==> src/design/gie_pkg.sv <==
package gie_pkg;
    // port count and register data width
    localparam int unsigned GIE_NUM_PORTS = 8;
    localparam int unsigned GIE_ADDR_W = 8;
    localparam int unsigned GIE_DATA_W = 16;
    // register indices, as seen on the register port
    localparam logic [7:0] GIE_OFS_WATCH_MASKS = 8'h0d;
    localparam logic [7:0] GIE_OFS_SEEN_FLAGS = 8'h0e;
    // field positions: upper byte watches rising, lower byte falling
    localparam int unsigned GIE_RISE_LSB = 8;
    localparam int unsigned GIE_FALL_LSB = 0;
    // reset values
    localparam logic [7:0] GIE_WATCH_RESET = 8'h00;
    localparam logic [7:0] GIE_SEEN_RESET = 8'h00;
    localparam logic [15:0] GIE_RDATA_RESET = 16'h0000;
    localparam logic [15:0] GIE_UNMAPPED_RDATA = 16'h0000;
    // samples needed before an edge compare is trustworthy
    localparam logic [1:0] GIE_SENSE_FILL = 2'h3;
endpackage

==> src/design/gie_edge_sense.sv <==
`timescale 1ns/1ps
module gie_edge_sense
    import gie_pkg::*;
(
    input wire logic sys_clk,
    input wire logic rstn,
    input wire logic pin_in,
    output logic rise_pulse,
    output logic fall_pulse
);
    // whole state of one pin sensor
    typedef struct packed {
        logic sync1;
        logic sync2;
        logic prev;
        logic [1:0] fill;
        logic rise;
        logic fall;
    } gie_sense_t;

    gie_sense_t s;
    gie_sense_t next_s;

    // two-stage synchroniser, then compare consecutive samples
    always_comb begin
        next_s = s;
        next_s.sync1 = pin_in;
        next_s.sync2 = s.sync1;
        next_s.prev = s.sync2;
        if (s.fill != GIE_SENSE_FILL) begin
            next_s.fill = s.fill + 2'h1;
        end
        // no compare until prev holds a real sample, so a pin high at reset is no edge
        next_s.rise = (s.fill == GIE_SENSE_FILL) && s.sync2 && !s.prev;
        next_s.fall = (s.fill == GIE_SENSE_FILL) && !s.sync2 && s.prev;
    end

    // state register
    always_ff @(posedge sys_clk or negedge rstn) begin
        if (!rstn) begin
            s <= '0;
        end else begin
            s <= next_s;
        end
    end

    assign rise_pulse = s.rise;
    assign fall_pulse = s.fall;
endmodule // gie_edge_sense

==> src/design/gie_input_edge_detector.sv <==
// Notes on behaviour
// - upper control byte enables rising-edge detection per input port, 1 enables
// - lower control byte enables falling-edge detection per input port, 1 enables
// - in each byte, top bit serves port 7, lowest bit serves port 0
// - upper status byte flags ports where at least one rising edge occurred
// - lower status byte flags ports where at least one falling edge occurred
// - reading status returns flags then clears them, except a flag set by an edge counted in the read cycle; reset value zero
// - only ports with direction bit 0 (input) take part in detection
`timescale 1ns/1ps
module gie_input_edge_detector
    import gie_pkg::*;
#(
    parameter int unsigned NUM_PORTS = GIE_NUM_PORTS
)
(
    input wire logic sys_clk,
    input wire logic rstn,
    // port pins and their direction setting from the port control register
    input wire logic [NUM_PORTS-1:0] port_pin,
    input wire logic [NUM_PORTS-1:0] port_is_output,
    // register port behind the serial transport
    input wire logic [GIE_ADDR_W-1:0] reg_addr,
    input wire logic reg_wr,
    input wire logic reg_rd,
    input wire logic [GIE_DATA_W-1:0] reg_wdata,
    output logic [GIE_DATA_W-1:0] reg_rdata,
    output logic reg_ack,
    // live masks and flags, for neighbouring logic
    output logic [NUM_PORTS-1:0] rise_watch_mask,
    output logic [NUM_PORTS-1:0] fall_watch_mask,
    output logic [NUM_PORTS-1:0] rise_seen_flags,
    output logic [NUM_PORTS-1:0] fall_seen_flags
);
    // whole state of the block
    typedef struct packed {
        logic [NUM_PORTS-1:0] rise_watch_mask;
        logic [NUM_PORTS-1:0] fall_watch_mask;
        logic [NUM_PORTS-1:0] rise_seen_flags;
        logic [NUM_PORTS-1:0] fall_seen_flags;
        logic [GIE_DATA_W-1:0] rdata;
        logic ack;
    } gie_state_t;

    gie_state_t s;
    gie_state_t next_s;

    // raw one-cycle edge pulses from the pin sensors
    logic [NUM_PORTS-1:0] rise_pulse;
    logic [NUM_PORTS-1:0] fall_pulse;

    // pulses left after the polarity mask and the direction gate
    logic [NUM_PORTS-1:0] rise_hit;
    logic [NUM_PORTS-1:0] fall_hit;

    // address match of the two mapped registers
    logic hit_masks;
    logic hit_flags;

    // strobes qualified by the address match, plus any_access for any strobe
    logic wr_masks;
    logic rd_masks;
    logic rd_flags;
    logic any_access;

    // word a read in this cycle returns, taken from the state before the edge
    logic [GIE_DATA_W-1:0] read_word;

    // address compare, shared by the read and write paths
    function automatic logic gie_addr_is(input logic [GIE_ADDR_W-1:0] addr, input logic [7:0] ofs);
        gie_addr_is = (addr == ofs);
    endfunction

    // pack two port vectors into one 16-bit word, port i at bit i of each byte
    function automatic logic [GIE_DATA_W-1:0] gie_pack(input logic [7:0] hi, input logic [7:0] lo);
        logic [GIE_DATA_W-1:0] w;
        w = '0;
        w[GIE_RISE_LSB +: 8] = hi;
        w[GIE_FALL_LSB +: 8] = lo;
        gie_pack = w;
    endfunction

    // rising-edge half of a register word
    function automatic logic [7:0] gie_rise_field(input logic [GIE_DATA_W-1:0] w);
        gie_rise_field = w[GIE_RISE_LSB +: 8];
    endfunction

    // falling-edge half of a register word
    function automatic logic [7:0] gie_fall_field(input logic [GIE_DATA_W-1:0] w);
        gie_fall_field = w[GIE_FALL_LSB +: 8];
    endfunction

    // an edge counts only on an input port with its polarity watched
    function automatic logic gie_edge_counts(input logic pulse, input logic watch, input logic is_output);
        gie_edge_counts = pulse && watch && !is_output;
    endfunction

    // one synchroniser and edge sensor per pin
    genvar gi;
    generate
        for (gi = 0; gi < NUM_PORTS; gi = gi + 1) begin : g_sense
            gie_edge_sense u_sense (
                .sys_clk(sys_clk),
                .rstn(rstn),
                .pin_in(port_pin[gi]),
                .rise_pulse(rise_pulse[gi]),
                .fall_pulse(fall_pulse[gi])
            );

            // direction is checked when the edge is seen, not when the flag is read
            assign rise_hit[gi] = gie_edge_counts(rise_pulse[gi], s.rise_watch_mask[gi],
                port_is_output[gi]);
            assign fall_hit[gi] = gie_edge_counts(fall_pulse[gi], s.fall_watch_mask[gi],
                port_is_output[gi]);
        end
    endgenerate

    // decode of the two mapped registers
    assign hit_masks = gie_addr_is(reg_addr, GIE_OFS_WATCH_MASKS);
    assign hit_flags = gie_addr_is(reg_addr, GIE_OFS_SEEN_FLAGS);

    // qualified strobes and unqualified any_access; a write to the status register has no target and is dropped
    assign wr_masks = reg_wr && hit_masks;
    assign rd_masks = reg_rd && hit_masks;
    assign rd_flags = reg_rd && hit_flags;
    assign any_access = reg_rd || reg_wr;

    // read mux; unmapped addresses answer zero rather than a stale word
    assign read_word = rd_masks ? gie_pack(s.rise_watch_mask, s.fall_watch_mask) :
        rd_flags ? gie_pack(s.rise_seen_flags, s.fall_seen_flags) :
        GIE_UNMAPPED_RDATA;

    // next-state logic: register writes, reads, flag accumulation
    always_comb begin
        next_s = s;

        // every strobe cycle is answered one cycle later, writes included
        next_s.ack = any_access;

        // control register write: rising mask in upper byte, falling in lower
        if (wr_masks) begin
            next_s.rise_watch_mask = gie_rise_field(reg_wdata);
            next_s.fall_watch_mask = gie_fall_field(reg_wdata);
        end

        // read data holds until the next read, so a slow host still finds it
        if (reg_rd) begin
            next_s.rdata = read_word;
        end

        // clearing read drops the whole register, both halves at once
        if (rd_flags) begin
            next_s.rise_seen_flags = '0;
            next_s.fall_seen_flags = '0;
        end

        // set term last, so an edge landing on the clearing read survives it
        next_s.rise_seen_flags = next_s.rise_seen_flags | rise_hit;
        next_s.fall_seen_flags = next_s.fall_seen_flags | fall_hit;
    end

    // state register, all fields constant under reset
    always_ff @(posedge sys_clk or negedge rstn) begin
        if (!rstn) begin
            s.rise_watch_mask <= GIE_WATCH_RESET;
            s.fall_watch_mask <= GIE_WATCH_RESET;
            s.rise_seen_flags <= GIE_SEEN_RESET;
            s.fall_seen_flags <= GIE_SEEN_RESET;
            s.rdata <= GIE_RDATA_RESET;
            s.ack <= 1'b0;
        end else begin
            s <= next_s;
        end
    end

    // register port answer, straight from the state flops
    assign reg_rdata = s.rdata;
    assign reg_ack = s.ack;

    // live control masks
    assign rise_watch_mask = s.rise_watch_mask;
    assign fall_watch_mask = s.fall_watch_mask;

    // live sticky flags
    assign rise_seen_flags = s.rise_seen_flags;
    assign fall_seen_flags = s.fall_seen_flags;
endmodule // gie_input_edge_detector

==> config.mk <==
export PLATFORM = sky130hd
export DESIGN_NAME = gie_input_edge_detector
export DESIGN_NICKNAME = d
export VERILOG_FILES = /design/src/design/gie_pkg.sv /design/src/design/gie_edge_sense.sv /design/src/design/gie_input_edge_detector.sv
export SDC_FILE = /design/constraint.sdc
export NUM_CORES = 1
export LEC_CHECK = 0
export ABC_CLOCK_PERIOD_IN_PS = 2830
export CAP_MARGIN = 20
export CORE_MARGIN = 2
export CORE_UTILIZATION = 50
export DETAILED_ROUTE_END_ITERATION = 6
export DONT_BUFFER_PORTS = 1
export GPL_TIMING_DRIVEN = 0
export PLACE_DENSITY = 0.64
export SYNTH_ARGS = -nofsm -noshare
export SYNTH_HDL_FRONTEND = slang
export SYNTH_SLANG_ARGS = --single-unit
==> constraint.sdc <==
create_clock -name sys_clk -period 2.83 [get_ports sys_clk]
set_clock_uncertainty 0.05 [all_clocks]
set_input_delay 0 -clock sys_clk [delete_from_list [all_inputs] [get_ports sys_clk]]
set_output_delay 0 -clock sys_clk [all_outputs]
set_load 0.005 [all_outputs]
* Yosys cells after proc, flatten, opt, wreduce, memory -nomap -nowiden
Index checks and enable logic that the tools add are counted.
** Word-level totals
- Register bits :: 105
- Input port bits :: 44
- Output and inout port bits :: 49
- Word-level logic and storage cells :: 177
** Cells by class
- $add $sub $neg :: 8
- Equal/unequal tests :: 18
- Multiplexer cells :: 3
- Bitwise logic cells :: 2
- Reductions and logical operators :: 92
** Operator list (count)
- 1-bit logical AND :: 67
- 16-bit two-way mux :: 3
- 1-bit logical NOT :: 24
- 2-bit by 1-bit adder with 2-bit output, second input constant :: 8
- 2-bit == test, second input constant :: 8
- 8-bit by 4-bit == test with 1-bit output, second input constant :: 2
- 2-bit != test, second input constant :: 8
- 8-bit bitwise OR :: 2
- 1-bit logical OR :: 1

* Longest topological paths before layout
- Depth after elaboration :: 4
- Depth in mapped cells :: 5
- Mapped depth without buffers :: 3

* By module
A second synthesis with hierarchy kept.
** Unflattened totals
- Cell total of the unflattened synthesis :: 241
- Area, all modules :: 3901.2 µm²
** By module, submodules not included
- gie_input_edge_detector :: times used 1, cells an instance 145, area an instance 2049.5 µm², sequential area each 1226.2 µm²
- gie_edge_sense :: times used 8, cells an instance 12, area an instance 231.5 µm², sequential area each 175.2 µm²

* Worst setup path after synthesis
No wires, ideal clock.
- Path kind :: input to register
- From :: in reg_addr[4]
- To :: reg s (netlist bit reg_rdata[5])
- Library setup time :: 126 ps
- Data arrival time :: 957 ps
- Required time :: 2654 ps
- Setup slack :: 1697 ps
- Cell stages on the path :: 5
- Buffers on the path :: 2
- Path through :: and4bb_4 and4_4 buf_6 buf_6 a221o_1
** On the way
- Word-level cells in the longest chain between the ends :: 4
- Elaborated cells on any way between the ends :: 6
- Classes of those cells :: 2 x eq/ne; 2 x mux; 2 x reduce/logical
** Ends and longest elaborated chain
- start: declaration :: RTL line gie_input_edge_detector.sv:22 : input wire logic [GIE_ADDR_W-1:0] reg_addr,
- 8-bit by 4-bit == test with 1-bit output :: RTL line gie_input_edge_detector.sv:70 : gie_addr_is = (addr == ofs);
- 1-bit logical AND :: RTL line gie_input_edge_detector.sv:124 : assign rd_flags = reg_rd && hit_flags;
- 16-bit two-way mux :: RTL line gie_input_edge_detector.sv:129 : rd_flags ? gie_pack(s.rise_seen_flags, s.fall_seen_flags) :
- 16-bit two-way mux (*) :: RTL line gie_input_edge_detector.sv:128 : assign read_word = rd_masks ? gie_pack(s.rise_watch_mask, s.fall_watch_mask) :
- end signal: assignment :: RTL line gie_input_edge_detector.sv:171 : s <= next_s;
- end: declaration :: RTL line gie_input_edge_detector.sv:44 : gie_state_t s;
Every way passes the cells marked *; elsewhere a longest branch is shown, timed or not.
A chain may end at the register's enable or synchronous reset.

* Worst setup path after layout
- From :: in reg_wr
- To :: reg, netlist name fall_watch_mask[7]
** On the way
- Word-level cells in the longest chain between the ends :: 1
** Ends and longest elaborated chain
- start: declaration :: RTL line gie_input_edge_detector.sv:23 : input wire logic reg_wr,
- 1-bit logical AND :: RTL line gie_input_edge_detector.sv:122 : assign wr_masks = reg_wr && hit_masks;
Every way passes these cells.

==> flow_summary_export.csv <==
group,metric,value,unit
clock_network,worstSkewPairLatency,0.35,ns
worst_setup_path,end_kind,"flop",
final_layout,multiInputGateArea,1134,um2
clock_network,cts-root-buf,"clkbuf_8",
worst_setup_path,cp.buffers_inverters,2,
floorplanning,num_rows,32,
floorplanning,core-area,7607,um2
place,io_buffers,0,
clock_network,cts-htree-levels,3,
run_status,outcome,"complete, no violations",
synthesis,yosys.area.top_type_share,68.12,%
floorplanning,dieArea,8434,um2
clock_network,path_clk_slew,0.10,ns
timing,tightestPinTransition,0.5606,ns
synthesis,yosysTopAreaCell,"dfrtp_1",
grt,grt_max_degree,106,
worst_setup_path,worstPathCellList,"dlygate4sd3_1, nand3_4, mux2_2, dlygate4sd3_1",
timing,max_freq,665.4,MHz
worst_setup_path,reg2reg_slack,1.37,ns
worst_setup_path,max_stage_delay,0.59,ns
synthesis,ys_types,24,
timing,fin_ws,1.327,ns
routing,viasPerCell,5.514,
routing,drc,0,
power_and_ir_drop,ir_drop,0.3326,mV
floorplanning,ios,93,
final_layout,diodes,0,
worst_setup_path,worstPathMaxFanout,7,
job,maxCapViolations,0,
worst_setup_path,crit_family,"buffers and inverters",
final_layout,seq_area,2628,um2
clock_network,numCtsBuffers,9,
worst_setup_path,crit_top_cell,"dlygate4sd3_1",
final_layout,area_growth,18.52,%
final_layout,fillers,607,
clock_network,cts.sinks,105,
timing,rsz0062_at_grt,"no",
clock_network,cts_setup_buffers,0,
hold_path,hold_class,"in -> reg",
synthesis,async_reset_ff_share,100.0,%
routing,ant_nets,0,
synthesis,ys_ff_latch,105,
routing,wl,7435,um
place,hpwl,4642,um
timing,hold_viol,0,
worst_setup_path,crit_path_start_kind,"input pin",
synthesis,yosys_warnings,0,
floorplanning,die_w,91.84,um
worst_setup_path,cp.required,3.02,ns
place,gp_congestion,0.7190,
routing,wl_per_cell,18.63,um
final_layout,num-nets-final,346,
synthesis,yosysMostFrequentCell,"dfrtp_1",
routing,routed-via-count,2200,
grt,grt_pass1_wl,12060,um
clock_network,ctsHoldBuffers,41,
grt,grt_pass1_vias,2279,
timing,final.period_utilization,53.11,%
worst_setup_path,cp.arrival,1.70,ns
synthesis,ys.flop_type,"dfrtp_1",
timing,relSlewSlack,62.63,%
place,dp_slack,1.404,ns
synthesis,synth_edf_count,0,
synthesis,avgSynthCellArea,15.94,um2
timing,tns,0,ns
worst_setup_path,critical-path-slowest-cell,"dlygate4sd3_1",
final_layout,layout-drive-gt1-share,17.17,%
timing,slew_violations,0,
timing,min_period,1.503,ns
clock_network,cts-resized-gates,0,
worst_setup_path,crit_type,"in -> reg",
synthesis,yosys-top-cells-area,"dfrtp_1, a221o_1, a32o_1",
floorplanning,initial_utilization,50.71,%
timing,setup_viol,0,
synthesis,seq_area_frac_synth,68.12,%
power_and_ir_drop,p_leak,0.002136,uW
power_and_ir_drop,p_per_area,568.9,nW/um2
routing,drtPass1Iterations,4,
synthesis,synthCells,242,
grt,grt_overflow_total,0,
grt,track_usage,19.21,%
synthesis,ys_top_cells_by_count,"dfrtp_1, a221o_1, a32o_1, nor2b_1, mux2_2",
floorplanning,die_y,91.84,um
clock_network,cts_tree,"yes",
synthesis,synth_area,3857,um2
grt,antenna_found_initial,0,
routing,drt_iter0_drc,64,
clock_network,clockBufferDepth,2,
synthesis,synthesis.nets,294,
## routing by layer
layer,vias up,share of wire (%),track usage [%]
met4,0,1.2,7.090
met1,1138,43,25.32
met5,-,0,0
li1,980,-,-
met3,8,7.3,4.848
met2,74,49,31.07
## worst reg2reg max path, delay by kind of cell, from the launching register on
family	cells	cell delay [ns]
muxes	1	0.29
DFF	1	0.44
buffers and inverters	1	0.57
## cell families (layout without fill, tap and decap cells)
family / after synthesis / count (layout) / share of synthesized area, %
flops: 105 / 105 / 68.12
simple gates: 49 / 49 / 8.693
fa+ha+maj: 8 / 8 / 2.595
buf+inv: 16 / 71 / 2.498
mux: 24 / 24 / 7.979
xor+xnor: 8 / 8 / 1.816
compound gates: 32 / 32 / 8.303
## layout by cell type, fill, tap and decap left out, types with 4 or more instances in the layout
| cell type | netlist | routed |
|---|---|---|
| dfrtp_1 | 105 | 105 |
| nand2_1 | 8 | 8 |
| a221o_1 | 16 | 16 |
| mux2_4 | 10 | 10 |
| buf_6 | 4 | 4 |
| mux2_2 | 14 | 14 |
| and3b_1 | 8 | 8 |
| nor2_1 | 9 | 9 |
| dlygate4sd3_1 | 0 | 40 |
| xnor2_1 | 8 | 8 |
| a32o_1 | 16 | 16 |
| clkbuf_8 | 0 | 9 |
| inv_1 | 8 | 8 |
| ha_1 | 8 | 8 |
| nor2b_1 | 16 | 16 |
## state kept, by name, indices dropped and copies added (netlist names)
signal / flops
g_sense.u_sense.s: 24
g_sense.u_sense.next_s: 16
reg_rdata: 16
fall_seen_flags: 8
fall_watch_mask: 8
g_sense.u_sense.fall_pulse: 8
g_sense.u_sense.rise_pulse: 8
rise_seen_flags: 8
rise_watch_mask: 8
reg_ack: 1
## per-stage QoR
stage | instances | hold WS (ns) | total power, uW | utilization (%) | instance area (um2)
6_report | 399 | 0.04694 | 2601 | 60.10 | 4572
5_1_grt | 399 | 0.06783 | 2717 | 60.10 | 4572
4_1_cts | 399 | 0.03612 | 2629 | 60.10 | 4572
3_5_place_dp | 344 | -0.3424 | 1763 | 52.38 | 3985
3_3_place_gp | 344 | -0.3429 | 1754 | 52.38 | 3985
2_1_floorplan | 242 | -0.3456 | 1727 | - | 3857
## path summary, 6_finish.rpt
kind | start | to | cells after the start
min in group asynchronous | rstn | rise_watch_mask[7] | 2
worst min-delay path | reg_rd | reg_rdata[2] | 3
worst max register to register | fall_watch_mask[7] | fall_watch_mask[7] | 2
worst max-delay path | reg_wr | fall_watch_mask[7] | 4
max in group asynchronous | rstn | g_sense[6].u_sense.s[2] | 2
worst min register to register | g_sense[0].u_sense.next_s[5] | g_sense[0].u_sense.next_s[4] | 0
## layout make-up
| class | instances | share of cell area [%] |
|---|---|---|
| flip-flops and latches | 105 | 57.47 |
| clock inverters | 4 | 0.6842 |
| inverters | 8 | 0.6568 |
| clock buffers | 10 | 2.791 |
| repair buffers | 41 | 9.360 |
| multi-input cells | 121 | 24.79 |
| well taps | 102 | 2.791 |
| plain buffers | 8 | 1.450 |
## power breakdown
group | switching (uW) | internal [uW] | total (uW)
Sequential | 70.8 | 1580 | 1650
Clock | 481 | 314 | 795
Combinational | 65.1 | 92.9 | 158
(Power assumes the default switching activity.)
